`config.mk`:
```
export PLATFORM = sky130hd
export DESIGN_NAME = lbc_top
export DESIGN_NICKNAME = d
export VERILOG_FILES = /design/src/hw/lbc_pkg.sv /design/src/hw/lbc_counter.sv /design/src/hw/lbc_top.sv
export VERILOG_INCLUDE_DIRS = /design/src /design/src/hw
export SDC_FILE = /design/constraint.sdc
export NUM_CORES = 1
export LEC_CHECK = 0
export BUFFER_PORTS_ARGS = -buffer_cell sky130_fd_sc_hd__buf_2
export CAP_MARGIN = 10
export CORE_MARGIN = 10
export CORE_UTILIZATION = 58
export CTS_BUF_LIST = sky130_fd_sc_hd__clkbuf_4
export DETAILED_ROUTE_END_ITERATION = 7
export HOLD_SLACK_MARGIN = 0.05
export PLACE_DENSITY = 0.85
export SLEW_MARGIN = 5
export SYNTH_ARGS = -nofsm -noshare
export SYNTH_HDL_FRONTEND = slang
export SYNTH_SLANG_ARGS = --single-unit
```
`constraint.sdc`:
```
create_clock -name clk -period 4.57 [get_ports clk]
set_input_delay 0.457 -clock clk [delete_from_list [all_inputs] [get_ports clk]]
set_output_delay 0.457 -clock clk [all_outputs]
set_load 0.01 [all_outputs]
```
`src/hw/lbc_cfg.svh`:
```
// lamp brightness control: offsets, fields, reset values, timing counts
// assumes a 100 MHz core clock and a 32-bit AXI4-Lite register port
`ifndef LBC_CFG_SVH
`define LBC_CFG_SVH

// ----------------------------------------------------------------
// register byte offsets
// ----------------------------------------------------------------
`define LBC_ADDR_W          8
`define LBC_OFS_CTRL        8'h00
`define LBC_OFS_PROFILE0    8'h04
`define LBC_OFS_PROFILE1    8'h08
`define LBC_OFS_STATUS      8'h0c
`define LBC_OFS_IRQ_STATUS  8'h10
`define LBC_OFS_IRQ_ENABLE  8'h14
`define LBC_OFS_IRQ_CLEAR   8'h18

// ----------------------------------------------------------------
// fields and reset values
// ----------------------------------------------------------------
`define LBC_LEVEL_W         5
`define LBC_LEVEL_MID       5'h10
`define LBC_CTRL_SERIAL     0
`define LBC_CTRL_LAMP_EN    1
`define LBC_CTRL_RESET      2'h2
`define LBC_ST_LAMP_ON      8
`define LBC_ST_CHOP         9
`define LBC_ST_OSC_HIGH     10
`define LBC_ST_SWITCH_ON    11
`define LBC_ST_SHUTDOWN     12
`define LBC_IRQ_W           4
`define LBC_IRQ_OPEN_LAMP   0
`define LBC_IRQ_CUR_LIMIT   1
`define LBC_IRQ_SATURATE    2
`define LBC_IRQ_PRESET      3
`define LBC_RESP_OKAY       2'h0
`define LBC_RESP_SLVERR     2'h2

// ----------------------------------------------------------------
// timing
// ----------------------------------------------------------------
`define LBC_CLK_HZ          100000000
`define LBC_OSC_HIGH_HZ     290000
`define LBC_OSC_LOW_HZ      145000
`define LBC_CHOP_HZ         280
`define LBC_OSC_HIGH_CYC    (`LBC_CLK_HZ / `LBC_OSC_HIGH_HZ)
`define LBC_OSC_LOW_CYC     (`LBC_CLK_HZ / `LBC_OSC_LOW_HZ)
`define LBC_CHOP_CYC        (`LBC_CLK_HZ / `LBC_CHOP_HZ)
`define LBC_OSC_CNT_W       10

`endif

```
`src/hw/lbc_pkg.sv`:
```
// lamp brightness control: shared types
// assumes nothing beyond a SystemVerilog compiler
package lbc_pkg;

	// ----------------------------------------------------------------
	// pin groups
	// ----------------------------------------------------------------
	typedef struct packed {
		logic osc_sel_high;      // oscillator strap tied to the standard level
		logic floor_level_input; // tied to logic_supply_out: chopping mode
	} lbc_strap_t;

	typedef struct packed {
		logic open_lamp_trip;     // open_lamp_sense above reference
		logic current_limit_trip; // switch_current_sense above loop_comp_node limit
	} lbc_sense_t;

	// ----------------------------------------------------------------
	// power switch states
	// ----------------------------------------------------------------
	typedef enum logic [1:0] {
		LBC_SW_WAIT = 2'b01,
		LBC_SW_ON   = 2'b10
	} lbc_sw_state_t;

endpackage

```
`src/hw/lbc_counter.sv`:
```
// lamp brightness control: 5-bit up/down brightness counter
// assumes raise and lower are synchronous to clk
`timescale 1ns/10ps
`default_nettype none

module lbc_counter #(
	parameter int W = 5
) (
	input  wire logic         clk,
	input  wire logic         reset_n,
	input  wire logic         raise,
	input  wire logic         lower,
	output logic [W-1:0]      level,
	output logic              preset_evt,
	output logic              limit_evt
);
	localparam logic [W-1:0] MID = {1'b1, {(W-1){1'b0}}};
	localparam logic [W-1:0] TOP = {W{1'b1}};

	logic raise_q;
	logic lower_q;
	logic rise_up;
	logic rise_dn;
	logic both;

	assign rise_up = raise & ~raise_q;
	assign rise_dn = lower & ~lower_q;
	assign both    = raise & lower;

	// ----------------------------------------------------------------
	// edge detection
	// ----------------------------------------------------------------
	always_ff @(posedge clk or negedge reset_n) begin
		if (!reset_n) begin
			raise_q <= 1'b0;
			lower_q <= 1'b0;
		end else begin
			raise_q <= raise;
			lower_q <= lower;
		end
	end

	// ----------------------------------------------------------------
	// counter
	// ----------------------------------------------------------------
	always_ff @(posedge clk or negedge reset_n) begin
		if (!reset_n) begin
			level <= MID;
		end else if (both) begin
			level <= MID;
		end else if (rise_up && level != TOP) begin
			level <= level + 1'b1;
		end else if (rise_dn && level != '0) begin
			level <= level - 1'b1;
		end
	end

	// ----------------------------------------------------------------
	// event pulses
	// ----------------------------------------------------------------
	always_ff @(posedge clk or negedge reset_n) begin
		if (!reset_n) begin
			preset_evt <= 1'b0;
			limit_evt  <= 1'b0;
		end else begin
			preset_evt <= both & ~(raise_q & lower_q);
			limit_evt  <= ~both & ((rise_up & (level == TOP)) | (rise_dn & (level == '0)));
		end
	end

endmodule

`default_nettype wire

```
`src/hw/lbc_top.sv`:
```
// lamp brightness control: top level with AXI4-Lite registers
// assumes all pin inputs synchronous to clk, comparators already digital
`timescale 1ns/10ps
`default_nettype none
`include "lbc_cfg.svh"

// Summary of operation
// raise rising edge increments brightness counter
// lower rising edge decrements brightness counter
// both inputs high preset counter mid-scale
// shutdown input low stops lamp drive
// suspend select picks one of two profiles
// strap selects 290kHz or 145kHz oscillator
// floor input strap enables 280Hz chopping
// open lamp trip holds switch off
// current limit trip ends switch on-time
// lamp off discharges the softstart node
// power-up brightness is mid-scale code
// counter saturates at both ends
module lbc_top #(
	parameter int unsigned CHOP_CYC = `LBC_CHOP_CYC
) (
	input  wire logic                    clk,
	input  wire logic                    reset_n,
	input  wire logic [`LBC_ADDR_W-1:0]  s_axi_awaddr,
	input  wire logic [2:0]              s_axi_awprot,
	input  wire logic                    s_axi_awvalid,
	output logic                         s_axi_awready,
	input  wire logic [31:0]             s_axi_wdata,
	input  wire logic [3:0]              s_axi_wstrb,
	input  wire logic                    s_axi_wvalid,
	output logic                         s_axi_wready,
	output logic [1:0]                   s_axi_bresp,
	output logic                         s_axi_bvalid,
	input  wire logic                    s_axi_bready,
	input  wire logic [`LBC_ADDR_W-1:0]  s_axi_araddr,
	input  wire logic [2:0]              s_axi_arprot,
	input  wire logic                    s_axi_arvalid,
	output logic                         s_axi_arready,
	output logic [31:0]                  s_axi_rdata,
	output logic [1:0]                   s_axi_rresp,
	output logic                         s_axi_rvalid,
	input  wire logic                    s_axi_rready,
	input  wire logic                    brightness_raise,
	input  wire logic                    brightness_lower,
	input  wire logic                    low_power_off_n,
	input  wire logic                    suspend_profile_select,
	input  wire lbc_pkg::lbc_strap_t     strap,
	input  wire lbc_pkg::lbc_sense_t     sense,
	output logic [`LBC_LEVEL_W-1:0]      dac_level,
	output logic                         power_switch_on,
	output logic                         softstart_discharge,
	output logic                         lamp_on,
	output logic                         irq
);
	localparam int CHOP_W = $clog2(CHOP_CYC + 1);

	// ----------------------------------------------------------------
	// helpers
	// ----------------------------------------------------------------
	function automatic logic [31:0] apply_strb(input logic [31:0] old, input logic [31:0] data,
		input logic [3:0] strb);
		logic [31:0] res;
		res = old;
		for (int i = 0; i < 4; i++) begin
			if (strb[i]) begin
				res[i*8 +: 8] = data[i*8 +: 8];
			end
		end
		return res;
	endfunction

	function automatic logic is_mapped(input logic [`LBC_ADDR_W-1:0] a);
		return (a == `LBC_OFS_CTRL) || (a == `LBC_OFS_PROFILE0) || (a == `LBC_OFS_PROFILE1) ||
			(a == `LBC_OFS_STATUS) || (a == `LBC_OFS_IRQ_STATUS) || (a == `LBC_OFS_IRQ_ENABLE) ||
			(a == `LBC_OFS_IRQ_CLEAR);
	endfunction

	// ----------------------------------------------------------------
	// declarations
	// ----------------------------------------------------------------
	logic [1:0]                  ctrl;
	logic [`LBC_LEVEL_W-1:0]     profile0;
	logic [`LBC_LEVEL_W-1:0]     profile1;
	logic [`LBC_IRQ_W-1:0]       irq_status;
	logic [`LBC_IRQ_W-1:0]       irq_enable;
	logic [`LBC_IRQ_W-1:0]       irq_clear;
	logic [`LBC_IRQ_W-1:0]       events;
	logic [`LBC_ADDR_W-1:0]      aw_addr;
	logic                        aw_held;
	logic [31:0]                 w_data;
	logic [3:0]                  w_strb;
	logic                        w_held;
	logic                        do_write;
	logic [`LBC_LEVEL_W-1:0]     counter_level;
	logic [`LBC_LEVEL_W-1:0]     active_level;
	logic                        preset_evt;
	logic                        limit_evt;
	logic [`LBC_OSC_CNT_W-1:0]   osc_cnt;
	logic [`LBC_OSC_CNT_W-1:0]   osc_last;
	logic                        period_start;
	logic [CHOP_W-1:0]           chop_cnt;
	logic [CHOP_W-1:0]           chop_on_cyc;
	logic                        chop_phase_on;
	logic                        lamp_run;
	logic                        open_q;
	lbc_pkg::lbc_sw_state_t      sw_state;
	logic [31:0]                 status_word;

	// ----------------------------------------------------------------
	// write channel
	// ----------------------------------------------------------------
	assign s_axi_awready = ~aw_held & ~s_axi_bvalid;
	assign s_axi_wready  = ~w_held & ~s_axi_bvalid;
	assign do_write      = aw_held & w_held & ~s_axi_bvalid;

	always_ff @(posedge clk or negedge reset_n) begin
		if (!reset_n) begin
			aw_held <= 1'b0;
			aw_addr <= '0;
			w_held  <= 1'b0;
			w_data  <= 32'h0;
			w_strb  <= 4'h0;
		end else begin
			if (s_axi_awvalid && s_axi_awready) begin
				aw_held <= 1'b1;
				aw_addr <= s_axi_awaddr;
			end else if (do_write) begin
				aw_held <= 1'b0;
			end
			if (s_axi_wvalid && s_axi_wready) begin
				w_held <= 1'b1;
				w_data <= s_axi_wdata;
				w_strb <= s_axi_wstrb;
			end else if (do_write) begin
				w_held <= 1'b0;
			end
		end
	end

	always_ff @(posedge clk or negedge reset_n) begin
		if (!reset_n) begin
			s_axi_bvalid <= 1'b0;
			s_axi_bresp  <= `LBC_RESP_OKAY;
		end else if (do_write) begin
			s_axi_bvalid <= 1'b1;
			s_axi_bresp  <= is_mapped(aw_addr) ? `LBC_RESP_OKAY : `LBC_RESP_SLVERR;
		end else if (s_axi_bready) begin
			s_axi_bvalid <= 1'b0;
		end
	end

	// ----------------------------------------------------------------
	// control and profile registers
	// ----------------------------------------------------------------
	always_ff @(posedge clk or negedge reset_n) begin
		if (!reset_n) begin
			ctrl       <= `LBC_CTRL_RESET;
			profile0   <= `LBC_LEVEL_MID;
			profile1   <= `LBC_LEVEL_MID;
			irq_enable <= '0;
		end else if (do_write) begin
			case (aw_addr)
				`LBC_OFS_CTRL: begin
					ctrl <= 2'(apply_strb({30'h0, ctrl}, w_data, w_strb));
				end
				`LBC_OFS_PROFILE0: begin
					profile0 <= `LBC_LEVEL_W'(apply_strb({27'h0, profile0}, w_data, w_strb));
				end
				`LBC_OFS_PROFILE1: begin
					profile1 <= `LBC_LEVEL_W'(apply_strb({27'h0, profile1}, w_data, w_strb));
				end
				`LBC_OFS_IRQ_ENABLE: begin
					irq_enable <= `LBC_IRQ_W'(apply_strb({28'h0, irq_enable}, w_data, w_strb));
				end
				default: begin
				end
			endcase
		end
	end

	// ----------------------------------------------------------------
	// read channel
	// ----------------------------------------------------------------
	assign s_axi_arready = ~s_axi_rvalid;

	always_comb begin
		status_word                      = 32'h0;
		status_word[`LBC_LEVEL_W-1:0]    = active_level;
		status_word[`LBC_ST_LAMP_ON]     = lamp_on;
		status_word[`LBC_ST_CHOP]        = strap.floor_level_input;
		status_word[`LBC_ST_OSC_HIGH]    = strap.osc_sel_high;
		status_word[`LBC_ST_SWITCH_ON]   = power_switch_on;
		status_word[`LBC_ST_SHUTDOWN]    = ~low_power_off_n;
	end

	always_ff @(posedge clk or negedge reset_n) begin
		if (!reset_n) begin
			s_axi_rvalid <= 1'b0;
			s_axi_rdata  <= 32'h0;
			s_axi_rresp  <= `LBC_RESP_OKAY;
		end else if (s_axi_arvalid && s_axi_arready) begin
			s_axi_rvalid <= 1'b1;
			s_axi_rresp  <= is_mapped(s_axi_araddr) ? `LBC_RESP_OKAY : `LBC_RESP_SLVERR;
			case (s_axi_araddr)
				`LBC_OFS_CTRL:       s_axi_rdata <= {30'h0, ctrl};
				`LBC_OFS_PROFILE0:   s_axi_rdata <= {27'h0, profile0};
				`LBC_OFS_PROFILE1:   s_axi_rdata <= {27'h0, profile1};
				`LBC_OFS_STATUS:     s_axi_rdata <= status_word;
				`LBC_OFS_IRQ_STATUS: s_axi_rdata <= {28'h0, irq_status};
				`LBC_OFS_IRQ_ENABLE: s_axi_rdata <= {28'h0, irq_enable};
				default:             s_axi_rdata <= 32'h0;
			endcase
		end else if (s_axi_rready) begin
			s_axi_rvalid <= 1'b0;
		end
	end

	// ----------------------------------------------------------------
	// brightness source
	// ----------------------------------------------------------------
	lbc_counter #(
		.W (`LBC_LEVEL_W)
	) u_counter (
		.clk        (clk),
		.reset_n    (reset_n),
		.raise      (brightness_raise),
		.lower      (brightness_lower),
		.level      (counter_level),
		.preset_evt (preset_evt),
		.limit_evt  (limit_evt)
	);

	always_comb begin
		if (ctrl[`LBC_CTRL_SERIAL]) begin
			active_level = suspend_profile_select ? profile1 : profile0;
		end else begin
			active_level = counter_level;
		end
	end

	always_ff @(posedge clk or negedge reset_n) begin
		if (!reset_n) begin
			dac_level <= `LBC_LEVEL_MID;
		end else begin
			dac_level <= active_level;
		end
	end

	// ----------------------------------------------------------------
	// switching oscillator
	// ----------------------------------------------------------------
	assign osc_last = strap.osc_sel_high ? `LBC_OSC_CNT_W'(`LBC_OSC_HIGH_CYC - 1)
		: `LBC_OSC_CNT_W'(`LBC_OSC_LOW_CYC - 1);
	assign period_start = (osc_cnt == '0);

	always_ff @(posedge clk or negedge reset_n) begin
		if (!reset_n) begin
			osc_cnt <= '0;
		end else if (osc_cnt >= osc_last) begin
			osc_cnt <= '0;
		end else begin
			osc_cnt <= osc_cnt + 1'b1;
		end
	end

	// ----------------------------------------------------------------
	// 280 Hz chopping
	// ----------------------------------------------------------------
	assign chop_on_cyc   = CHOP_W'((64'(CHOP_CYC) * 64'(dac_level)) >> `LBC_LEVEL_W);
	assign chop_phase_on = (chop_cnt < chop_on_cyc);

	always_ff @(posedge clk or negedge reset_n) begin
		if (!reset_n) begin
			chop_cnt <= '0;
		end else if (chop_cnt >= CHOP_W'(CHOP_CYC - 1)) begin
			chop_cnt <= '0;
		end else begin
			chop_cnt <= chop_cnt + 1'b1;
		end
	end

	assign lamp_run = low_power_off_n & ctrl[`LBC_CTRL_LAMP_EN]
		& (~strap.floor_level_input | chop_phase_on);

	always_ff @(posedge clk or negedge reset_n) begin
		if (!reset_n) begin
			lamp_on             <= 1'b0;
			softstart_discharge <= 1'b1;
		end else begin
			lamp_on             <= lamp_run;
			softstart_discharge <= ~lamp_run;
		end
	end

	// ----------------------------------------------------------------
	// power switch
	// ----------------------------------------------------------------
	always_ff @(posedge clk or negedge reset_n) begin
		if (!reset_n) begin
			sw_state <= lbc_pkg::LBC_SW_WAIT;
		end else if (!lamp_run || sense.open_lamp_trip) begin
			sw_state <= lbc_pkg::LBC_SW_WAIT;
		end else begin
			case (sw_state)
				lbc_pkg::LBC_SW_WAIT: begin
					if (period_start && !sense.current_limit_trip) begin
						sw_state <= lbc_pkg::LBC_SW_ON;
					end
				end
				lbc_pkg::LBC_SW_ON: begin
					if (sense.current_limit_trip) begin
						sw_state <= lbc_pkg::LBC_SW_WAIT;
					end
				end
				default: begin
					sw_state <= lbc_pkg::LBC_SW_WAIT;
				end
			endcase
		end
	end

	assign power_switch_on = (sw_state == lbc_pkg::LBC_SW_ON);

	// ----------------------------------------------------------------
	// interrupts
	// ----------------------------------------------------------------
	always_comb begin
		events                     = '0;
		events[`LBC_IRQ_OPEN_LAMP] = sense.open_lamp_trip & ~open_q;
		events[`LBC_IRQ_CUR_LIMIT] = power_switch_on & sense.current_limit_trip;
		events[`LBC_IRQ_SATURATE]  = limit_evt;
		events[`LBC_IRQ_PRESET]    = preset_evt;
	end

	assign irq_clear = (do_write && aw_addr == `LBC_OFS_IRQ_CLEAR && w_strb[0])
		? w_data[`LBC_IRQ_W-1:0] : '0;

	always_ff @(posedge clk or negedge reset_n) begin
		if (!reset_n) begin
			open_q     <= 1'b0;
			irq_status <= '0;
			irq        <= 1'b0;
		end else begin
			open_q     <= sense.open_lamp_trip;
			irq_status <= (irq_status & ~irq_clear) | events;
			irq        <= |(((irq_status & ~irq_clear) | events) & irq_enable);
		end
	end

endmodule

`default_nettype wire

```
==> results of run 1 <==
## routing by layer
layer  vias to the layer above  part of all wire (%)
met5                         -                     0
met4                         0                   1.3
met3                        13                   6.7
met2                       142                    51
met1                      2465                    41
li1                       2338                     -
## per-stage QoR
step	setup TNS, ns	hold WS (ns)
finish	0	0.1403
global route	-0.2513	0.1056
CTS	0	0.1167
detailed placement	-0.05198	0.4255
global placement	0	0.4205
floorplan	0	0.1614
## what timing repair did
item                       CTS  global route
hold buffers                 1             0
resized for setup            1            34
setup endpoints to repair    1             4
setup buffers                1             3
hold endpoints to repair    41             0
pin swaps                    1            20
cloned                       0             0
## layout by cell type, fill, tap and decap left out, drive strengths merged, types with 6 or more instances in the layout
cell type and count:
a211oi 6, a21o 12, a21oi 27, a22o 6, and3 8, buf 72, clkbuf 10, conb 24
dfrtp 92, dfstp 7, fa 11, ha 69, inv 51, mux2 31, mux2i 13, nand2 36
nand2b 7, nand3 25, nand4 6, nor2 65, nor2b 9, nor3 8, nor4 6, o21ai 24
xnor2 23, xor2 22
## worst min-delay path by stage
stage / end / from
after floorplan: aw_addr[0]$_DFFE_PN0P_ / reset_n
after global placement: u_counter.preset_evt$_DFF_PN0_ / u_counter.raise_q$_DFF_PN0_
after detailed placement: u_counter.preset_evt$_DFF_PN0_ / u_counter.raise_q$_DFF_PN0_
after CTS: open_q$_DFF_PN0_ / sense[1]
after global routing: open_q$_DFF_PN0_ / sense[1]
final: open_q$_DFF_PN0_ / sense[1]
## registers in the layout, summed over array words and instances (netlist names), 5 cells and up
name,count
profile1,5
s_axi_rdata,10
w_data,5
aw_addr,8
profile0,5
chop_cnt,19
osc_cnt,10
u_counter.level,5
dac_level,5
## critical path: cells and delay by family (launching register included)
kind | cells | cell delay, ns
AO/OA/AOI/OAI | 6 | 1.35
adder cells (fa/ha/maj) | 5 | 1.28
flip-flops | 1 | 0.70
AND/OR/NAND/NOR | 5 | 0.55
buffers and inverters | 3 | 0.38
XOR/XNOR | 1 | 0.14
## logic make-up (layout without fill, tap and decap cells)
group	count (synthesis)	in the layout
xor gates and xnor gates	45	45
muxes	46	46
DFF	99	99
AOI/OAI and AO/OA	102	102
other	1	25
adders and majority gates	80	80
buffers and inverters	80	138
and+or+nand+nor	186	186
## power by group through the flow
| stage | registers [W] | logic [W] | clock network [W] |
|---|---|---|---|
| 3_5_place_dp | 0.00133 | 0.00352 | 0 |
| 5_1_grt | 0.00136 | 0.00469 | 0.000470 |
| 4_1_cts | 0.00131 | 0.00359 | 0.000439 |
| 3_3_place_gp | 0.00131 | 0.00329 | 0 |
| 6_report | 0.00132 | 0.00422 | 0.000430 |
| 2_1_floorplan | 0.00127 | 0.00267 | 0 |
## area by class of cell
type | count | share of cell area (%)
multi-input cells | 483 | 53.31
inverters | 49 | 2.547
clock inverters | 6 | 0.6930
repair buffers | 73 | 5.509
flip-flops and latches | 99 | 34.44
well taps | 140 | 2.426
diodes | 1 | 0.03465
clock buffers | 10 | 1.040
==> impl_metrics.py, run 1 <==
metrics = {
    "logic_synthesis": {
        "syn-instance-count": 639,
        "yosysTopAreaCellShare_pct": 35.71,
        "synth_fa_ha_area_share_pct": 16.81,
        "post_synth_xor_area_fraction_pct": 6.113,
        "synth_top_family_by_area": "adder cells",
        "synthDistinctLibCells": 58,
        "ys_warn_count": 0,
        "synth_compound_area_share_pct": 10.19,
        "synth_flop_cell": "dfrtp_1",
        "syn-mean-instance-area_um2": 10.09,
        "top_count_cell_post_synth": "dfrtp_1",
        "synth.yosys.seq_area_share_pct": 38.56,
        "synth_edf_count": 0,
        "synth_seq_cells": 99,
        "postSynth.asyncResetShare_pct": 100.0,
        "yosys-mux-area-fraction_pct": 8.131,
        "yosys-top-cells-area": "dfrtp_1, ha_1, mux2_2, nor2_1, fa_1",
        "synthDominantAreaCellType": "dfrtp_1",
        "syn_area_um2": 6447,
        "synth_simple_gate_area_share_pct": 14.09,
        "synth_common_cells": "dfrtp_1, ha_1, nor2_1",
    },
    "timing": {
        "timing_max_transition_violations_final": 0,
        "fin_ws_ns": 0.05688,
        "finalHoldViolations": 0,
        "final_min_period_over_clock_period_pct": 98.76,
        "max_slew.worst_pin.slew_ns": 1.049,
        "final.min_clock_period_ns": 4.513,
        "finalClockSkew_ns": 0.01860,
        "setup_viol_count_final": 0,
        "worst_slew_margin_rel_pct": 29.75,
        "max_freq_mhz": 221.6,
    },
    "floorplan": {
        "design.core.area_um2": 10840,
        "start_util_pct": 59.48,
        "rows": 38,
        "dieArea_um2": 15730,
        "num_io_pins": 123,
        "chipHeight_um": 125.4,
        "die_w_um": 125.4,
    },
    "route": {
        "detailroute.via_count": 4958,
        "routed_wirelength_um": 14580,
        "drt_first_iter_violations": 400,
        "post_drt_wl_per_cell_um": 16.93,
        "drc": 0,
        "avgViaCountPerCell": 5.758,
        "detail_route.first_pass.iterations": 6,
        "ant_nets": 0,
    },
    "cells_and_area": {
        "fin_area_um2": 7222,
        "post-route-util_pct": 66.62,
        "seq_cell_area_um2": 2487,
        "final_net_count": 868,
        "layout-area-overhead-vs-synth_pct": 12.01,
        "final-instance-count-excl-fill": 861,
        "drive_gt1_share_pct": 22.78,
        "multiInputGateArea_um2": 3850,
        "final.fill_count": 818,
    },
    "cts": {
        "cts_tree": "yes",
        "cts_htree_levels": 3,
        "clock_latency_ns": 0.46,
        "clockRootBuffer": "clkbuf_4",
        "clock_tree.buffer_depth": 2,
        "clock_sinks": 99,
        "clkSlewWorstSetupHoldPaths_ns": 0.16,
        "cts_inserted_buffers": 9,
    },
    "worst_setup_path": {
        "endpoint": "sw_state[1]$_DFFE_PN0P_",
        "slowest_delay_ns": 0.70,
        "crit_slowest_cell": "dfstp_2",
        "critical_path.cell_chain": "buf_4, ha_2, ha_1, ha_1, ha_4, a31o_2, a211oi_2, o32a_1, buf_4, o21a_1, nor2_2, xnor2_1, ha_1, nand3_2, nor2_4, nand3_1, o22ai_2, o22a_1, inv_2, and2_1",
        "worst_path_most_repeated_cell": "ha_1",
        "worstPathArrival_ns": 4.89,
        "end_kind": "flop",
        "setup.worst_path.start_class": "flop",
        "critPathMaxFanout": 5,
        "worst_r2r_endpoint": "sw_state[1]$_DFFE_PN0P_",
        "critical_path.reg2reg.startpoint": "dac_level[4]$_DFF_PN1_",
        "worst-r2r-setup-slack_ns": 0.06,
        "timing.reg2reg.worst_path_depth": 20,
        "worstPathRequired_ns": 4.95,
        "setup_cp_type": "reg2reg",
        "worstSetupStartpoint": "dac_level[4]$_DFF_PN1_",
    },
    "grt": {
        "grt_pass1_wl_um": 23920,
        "grt_pass1_vias": 5078,
        "gr-total-overflow": 0,
        "globalRouteTotalUtil_pct": 17.79,
        "grt_antenna_before_repair": 2,
        "groute.layer.met1.usage_pct": 21.28,
        "maximum_number_of_pins_on_one_net_before_global_route_repair": 56,
        "met3_usage_pct": 5.365,
        "use_met2_pct": 30.36,
        "busiest_layer": "met2",
    },
    "power_and_ir_drop": {
        "cellInternalPower_w": 0.003145,
        "seq_power_share_pct": 22.1,
        "report.power.total_w": 0.005975,
        "comb_power_share_pct": 70.7,
        "clock_power_share_pct": 7.2,
        "switching_power_w": 0.002830,
        "p_leak_nw": 3.501,
        "worst_ir_drop_vdd_uv": 870.1,
        "powerDensity_nw_per_um2": 827.4,
        "swShare_pct": 47.37,
    },
    "worst_hold_path": {
        "min-delay-path-class": "in2reg",
        "hold_path_depth": 1,
    },
    "place": {
        "placedCellCount": 839,
        "gpl.final_weighted_congestion": 0.8633,
        "postPlaceCellArea_um2": 6860,
        "preCtsSetupSlack_ns": -0.05198,
        "place.detailed.hpwl_um": 11120,
        "numPortBuffers": 62,
    },
    "status": {
        "run_status": "completed",
    },
    "job": {
        "drv_cap": 0,
    },
}
Note: power is estimated with default switching activity, not from simulation.
==> run 2, diff against run 1 <==
==> constraint.sdc (replaced) <==
create_clock -name clk -period 4.57 [get_ports clk]
set_input_delay 0.457 -clock clk [delete_from_list [all_inputs] [get_ports clk]]
set_output_delay 0.457 -clock clk [all_outputs]
set_load 0.1 [all_outputs]
==> impl_metrics.py, run 2 (same netlist as run 1, synthesis figures left out) <==
metrics = {
    "cells_and_area": {
        "final_net_count": 870,
        "final-instance-count-excl-fill": 862,
        "fin_area_um2": 7219,
        "top_regs": "chop_cnt (19), osc_cnt (10), s_axi_rdata (10)",
        "largest_register_ffs": 19,
        "drive_gt1_share_pct": 22.16,
        "layout_common_cells": "dfrtp_1, nor2_1, buf_2, ha_1, inv_1",
        "layout-area-overhead-vs-synth_pct": 11.97,
        "insertedDiodeCount": 0,
        "layout.cells.most_common": "dfrtp_1",
        "max_flop_register": "chop_cnt",
        "post-route-util_pct": 66.60,
    },
    "cts": {
        "cts_tree": "yes",
        "cts_htree_levels": 3,
        "hold_buffer_count_at_cts": 0,
        "clock_sinks": 99,
        "clockRootBuffer": "clkbuf_4",
        "clock_tree.buffer_depth": 2,
        "cts_inserted_buffers": 9,
        "clkSlewWorstSetupHoldPaths_ns": 0.16,
        "clock_latency_ns": 0.45,
    },
    "floorplan": {
        "die_w_um": 125.4,
        "start_util_pct": 59.48,
        "rows": 38,
        "chipHeight_um": 125.4,
        "num_io_pins": 123,
        "design.core.area_um2": 10840,
        "dieArea_um2": 15730,
    },
    "worst_setup_path": {
        "timing.reg2reg.worst_path_depth": 21,
        "worstPathArrival_ns": 4.93,
        "worst-r2r-setup-slack_ns": 0.005,
        "end_kind": "flop",
        "critPathMaxFanout": 4,
        "setup_cp_type": "reg2reg",
        "setup.worst_path.start_class": "flop",
        "worst_r2r_endpoint": "sw_state[1]$_DFFE_PN0P_",
        "critical_path.reg2reg.startpoint": "dac_level[4]$_DFF_PN1_",
        "worstPathRequired_ns": 4.94,
    },
    "timing": {
        "finalHoldViolations": 0,
        "max_freq_mhz": 219.1,
        "final.min_clock_period_ns": 4.565,
        "fin_ws_ns": 0.005259,
        "worst_slew_margin_rel_pct": 30.86,
        "max_slew.worst_pin.slew_ns": 1.033,
        "final_min_period_over_clock_period_pct": 99.88,
        "timing_max_transition_violations_final": 0,
        "setup_viol_count_final": 0,
        "finalClockSkew_ns": 0.01973,
    },
    "job": {
        "drv_cap": 0,
    },
    "grt": {
        "grt_pass1_vias": 4941,
        "maximum_number_of_pins_on_one_net_before_global_route_repair": 63,
        "grt_pass1_wl_um": 23050,
        "globalRouteTotalUtil_pct": 17.24,
        "gr-total-overflow": 0,
        "grt_antenna_before_repair": 0,
    },
    "status": {
        "run_status": "completed",
    },
    "route": {
        "ant_nets": 0,
        "detailroute.via_count": 4864,
        "routed_wirelength_um": 14240,
        "post_drt_wl_per_cell_um": 16.52,
        "drc": 0,
        "drt_first_iter_violations": 432,
        "avgViaCountPerCell": 5.643,
        "detail_route.first_pass.iterations": 4,
    },
    "place": {
        "numPortBuffers": 62,
        "postPlaceCellArea_um2": 6879,
        "preCtsSetupSlack_ns": -0.03255,
        "place.detailed.hpwl_um": 10910,
        "placedCellCount": 841,
        "gpl.final_weighted_congestion": 0.8570,
    },
    "worst_hold_path": {
        "min-delay-path-class": "in2async",
    },
}
[run 2: worst max-delay path: stages, from the launching register on]
cell     delay (ns)
dfstp_2        0.59
buf_4          0.12
fa_1           0.16
inv_1          0.07
fa_1           0.40
fa_1           0.51
inv_1          0.07
ha_4           0.25
a21oi_1        0.17
o21ai_1        0.12
nor4_1         0.30
o21a_1         0.20
nor2_1         0.06
xnor2_1        0.13
ha_1           0.32
nand3_2        0.12
nor2_4         0.17
nand3_1        0.10
o22ai_2        0.19
o22a_1         0.19
inv_1          0.06
and2_1         0.14
[run 2: final cells by class]
cell class / instances / area (um^2)
Tap cell: 140 / 175.2
Fill cell: 794 / 3621
Inverter: 49 / 183.9
Sequential cell: 99 / 2490
Clock inverter: 6 / 50.05
Multi-Input combinational cell: 483 / 3822
Clock buffer: 10 / 75.07
Timing Repair Buffer: 75 / 422.9
[run 2: timing repair]
item	4_1_cts	5_1_grt
setup endpoints to repair	1	4
buffers inserted	1	4
gates resized for setup	1	23
pin swaps	1	11
[run 2: per-stage QoR]
step	hold slack [ns]	TNS [ns]
floorplan	0.1614	0
global placement	0.4218	0
detailed placement	0.4433	-0.03255
CTS	0.08060	0
global route	0.07919	-0.09944
finish	0.05298	0
[run 2: routing by layer]
layer  track usage [%]  wire (um)  vias up
met4             4.133        223        0
met1             21.30       6171     2377
met2             28.24       7019      119
met3             6.041        822       19
li1                  -          -     2349
met5                 0          0        -
[run 2: worst max path at each step]
stage,to,depth (start not counted),startpoint,slack [ns]
global route,sw_state[1]$_DFFE_PN0P_,21,dac_level[4]$_DFF_PN1_,-0.1
detailed placement,sw_state[1]$_DFFE_PN0P_,19,dac_level[4]$_DFF_PN1_,-0.03
finish,sw_state[1]$_DFFE_PN0P_,21,dac_level[4]$_DFF_PN1_,0.005
global placement,sw_state[1]$_DFFE_PN0P_,19,dac_level[4]$_DFF_PN1_,0.1
CTS,sw_state[1]$_DFFE_PN0P_,21,dac_level[4]$_DFF_PN1_,0.002
floorplan,sw_state[1]$_DFFE_PN0P_,19,dac_level[4]$_DFF_PN1_,0.006
Power of run 2 is left out: the tool's default activity adds up to more than one toggle a clock period on the data nets, which glitch-free logic cannot reach.
==> run 3, diff against run 2 <==
MAX_ROUTING_LAYER = met4   (was unset)
==> impl_metrics.py, run 3 (same netlist as run 1, synthesis figures left out) <==
metrics = {
    "floorplan": {
        "design.core.area_um2": 10840,
        "rows": 38,
        "die_w_um": 125.4,
        "chipHeight_um": 125.4,
        "start_util_pct": 59.48,
        "num_io_pins": 123,
        "dieArea_um2": 15730,
    },
    "grt": {
        "maximum_number_of_pins_on_one_net_before_global_route_repair": 65,
        "grt_antenna_before_repair": 1,
        "grt_pass1_vias": 5133,
        "gr-total-overflow": 0,
        "grt_pass1_wl_um": 23600,
        "globalRouteTotalUtil_pct": 18.10,
    },
    "cells_and_area": {
        "layout-area-overhead-vs-synth_pct": 11.92,
        "final.fill_count": 806,
        "max_flop_register": "chop_cnt",
        "layout.cells.most_common": "dfrtp_1",
        "post-route-util_pct": 66.56,
        "multiInputGateArea_um2": 3829,
        "largest_register_ffs": 19,
        "top_regs": "chop_cnt (19), osc_cnt (10), s_axi_rdata (10)",
        "seq_cell_area_um2": 2490,
        "layout_common_cells": "dfrtp_1, nor2_1, ha_1, buf_2, inv_1",
        "drive_gt1_share_pct": 22.61,
        "final_net_count": 869,
    },
    "timing": {
        "final_min_period_over_clock_period_pct": 99.01,
        "rsz0062_at_grt": "yes",
        "worst_slew_margin_rel_pct": 29.53,
        "max_slew.worst_pin.slew_ns": 1.052,
        "max_freq_mhz": 221.0,
        "finalClockSkew_ns": 0.01706,
        "setup_viol_count_final": 0,
        "finalHoldViolations": 0,
        "timing_max_transition_violations_final": 0,
        "fin_hold_ws_ns": 0.05264,
        "final.min_clock_period_ns": 4.525,
    },
    "worst_setup_path": {
        "worst-r2r-setup-slack_ns": 0.05,
        "worstPathRequired_ns": 4.95,
        "critical_path.cell_chain": "buf_6, fa_1, ha_1, fa_1, ha_4, a21oi_4, o21ai_2, nor4_2, o21a_1, nor2_1, xnor2_1, ha_1, nand3_2, nor2_4, nand3_2, o22ai_2, o22a_1, inv_2, and2_1",
        "crit_slowest_cell": "dfstp_2",
        "worst_r2r_endpoint": "sw_state[1]$_DFFE_PN0P_",
        "slowest_delay_ns": 0.68,
        "critical_path.reg2reg.startpoint": "dac_level[4]$_DFF_PN1_",
        "critPathMaxFanout": 5,
        "timing.critical_path.max_delay_family": "adder cells",
        "end_kind": "flop",
        "timing.reg2reg.worst_path_depth": 19,
        "setup_cp_type": "reg2reg",
        "setup.worst_path.start_class": "flop",
        "worstPathArrival_ns": 4.91,
        "number_of_buffer_and_inverter_stages_on_the_critical_path": 2,
    },
    "cts": {
        "clock_tree.buffer_depth": 2,
        "clock_latency_ns": 0.48,
        "hold_buffer_count_at_cts": 0,
        "clock_sinks": 99,
        "cts_tree": "yes",
        "cts_htree_levels": 3,
        "cts_inserted_buffers": 9,
        "clockRootBuffer": "clkbuf_4",
        "clkSlewWorstSetupHoldPaths_ns": 0.16,
    },
    "route": {
        "post_drt_wl_per_cell_um": 16.89,
        "drt_first_iter_violations": 283,
        "detailroute.via_count": 4881,
        "detail_route.first_pass.iterations": 4,
        "drc": 0,
        "avgViaCountPerCell": 5.662,
        "routed_wirelength_um": 14560,
        "ant_nets": 0,
    },
    "place": {
        "numPortBuffers": 62,
        "gpl.final_weighted_congestion": 0.8878,
        "place.detailed.hpwl_um": 11100,
    },
    "status": {
        "run_status": "completed",
    },
    "worst_hold_path": {
        "min-delay-path-class": "in2async",
    },
    "job": {
        "drv_cap": 0,
    },
}
## run 3: cell count changes in the layout (fill, tap and decap cells not counted), moves of 2 or more
| cell | change |
|---|---|
| clkinvlp_4 | +3 |
| a21oi_1 | -3 |
| buf_6 | +2 |
| ha_4 | -2 |
| clkinv_4 | -3 |
| buf_4 | -2 |
| ha_1 | +2 |
| a21oi_4 | +2 |
## run 3: what timing repair did
action                     4_1_cts  5_1_grt
pin swaps                        2       23
hold endpoints to repair         0        0
resized for setup                4       29
setup endpoints to repair        1        4
buffers inserted                 2        3
## run 3: how the worst max path moves through the flow
stage / cells past startpoint / from / endpoint / slack, ns
4_1_cts: 20 / dac_level[4]$_DFF_PN1_ / sw_state[1]$_DFFE_PN0P_ / 0.0007
6_report: 19 / dac_level[4]$_DFF_PN1_ / sw_state[1]$_DFFE_PN0P_ / 0.05
5_1_grt: 19 / dac_level[4]$_DFF_PN1_ / sw_state[1]$_DFFE_PN0P_ / -0.18
3_3_place_gp: 21 / dac_level[4]$_DFF_PN1_ / sw_state[1]$_DFFE_PN0P_ / 0.14
3_5_place_dp: 21 / dac_level[4]$_DFF_PN1_ / sw_state[1]$_DFFE_PN0P_ / -0.08
2_1_floorplan: 19 / dac_level[4]$_DFF_PN1_ / sw_state[1]$_DFFE_PN0P_ / 0.006
## run 3: per-layer routing
| layer | GRT usage [%] | wire [um] | part of all wire (%) |
|---|---|---|---|
| met1 | 21.21 | 6238 | 43 |
| met5 | - | 0 | 0 |
| met2 | 29.56 | 7237 | 50 |
| met4 | 5.962 | 255 | 1.8 |
| met3 | 4.858 | 824 | 5.7 |
## run 3: through the flow
| step | area, um^2 | setup WS, ns | std cells | setup TNS, ns |
|---|---|---|---|---|
| 5_1_grt | 7216 | -0.1762 | 862 | -0.3132 |
| 4_1_cts | 7044 | 0.0007332 | 858 | 0 |
| 6_report | 7216 | 0.04507 | 862 | 0 |
| 2_1_floorplan | 6538 | 0.006370 | 662 | 0 |
| 3_5_place_dp | 6872 | -0.07755 | 840 | -0.07755 |
| 3_3_place_gp | 6872 | 0.1432 | 840 | 0 |
## run 3: area by class of cell
cell class	instances	area share, %
antenna	1	0.03468
clock buffer	10	1.040
clock inverter	6	0.6936
inverter	49	2.549
multi-input combinational	483	53.06
sequential	99	34.51
tap	140	2.428
timing repair buffer	74	5.688
## run 3: worst reg2reg max path: cells and delay by family, from the launching register on
kind	cells	cell delay (ns)
flops	1	0.68
fa+ha+maj	5	1.83
compound gates	5	0.83
buf+inv	2	0.18
simple gates	6	0.79
xor+xnor	1	0.13
Power of run 3 is left out for the same reason.
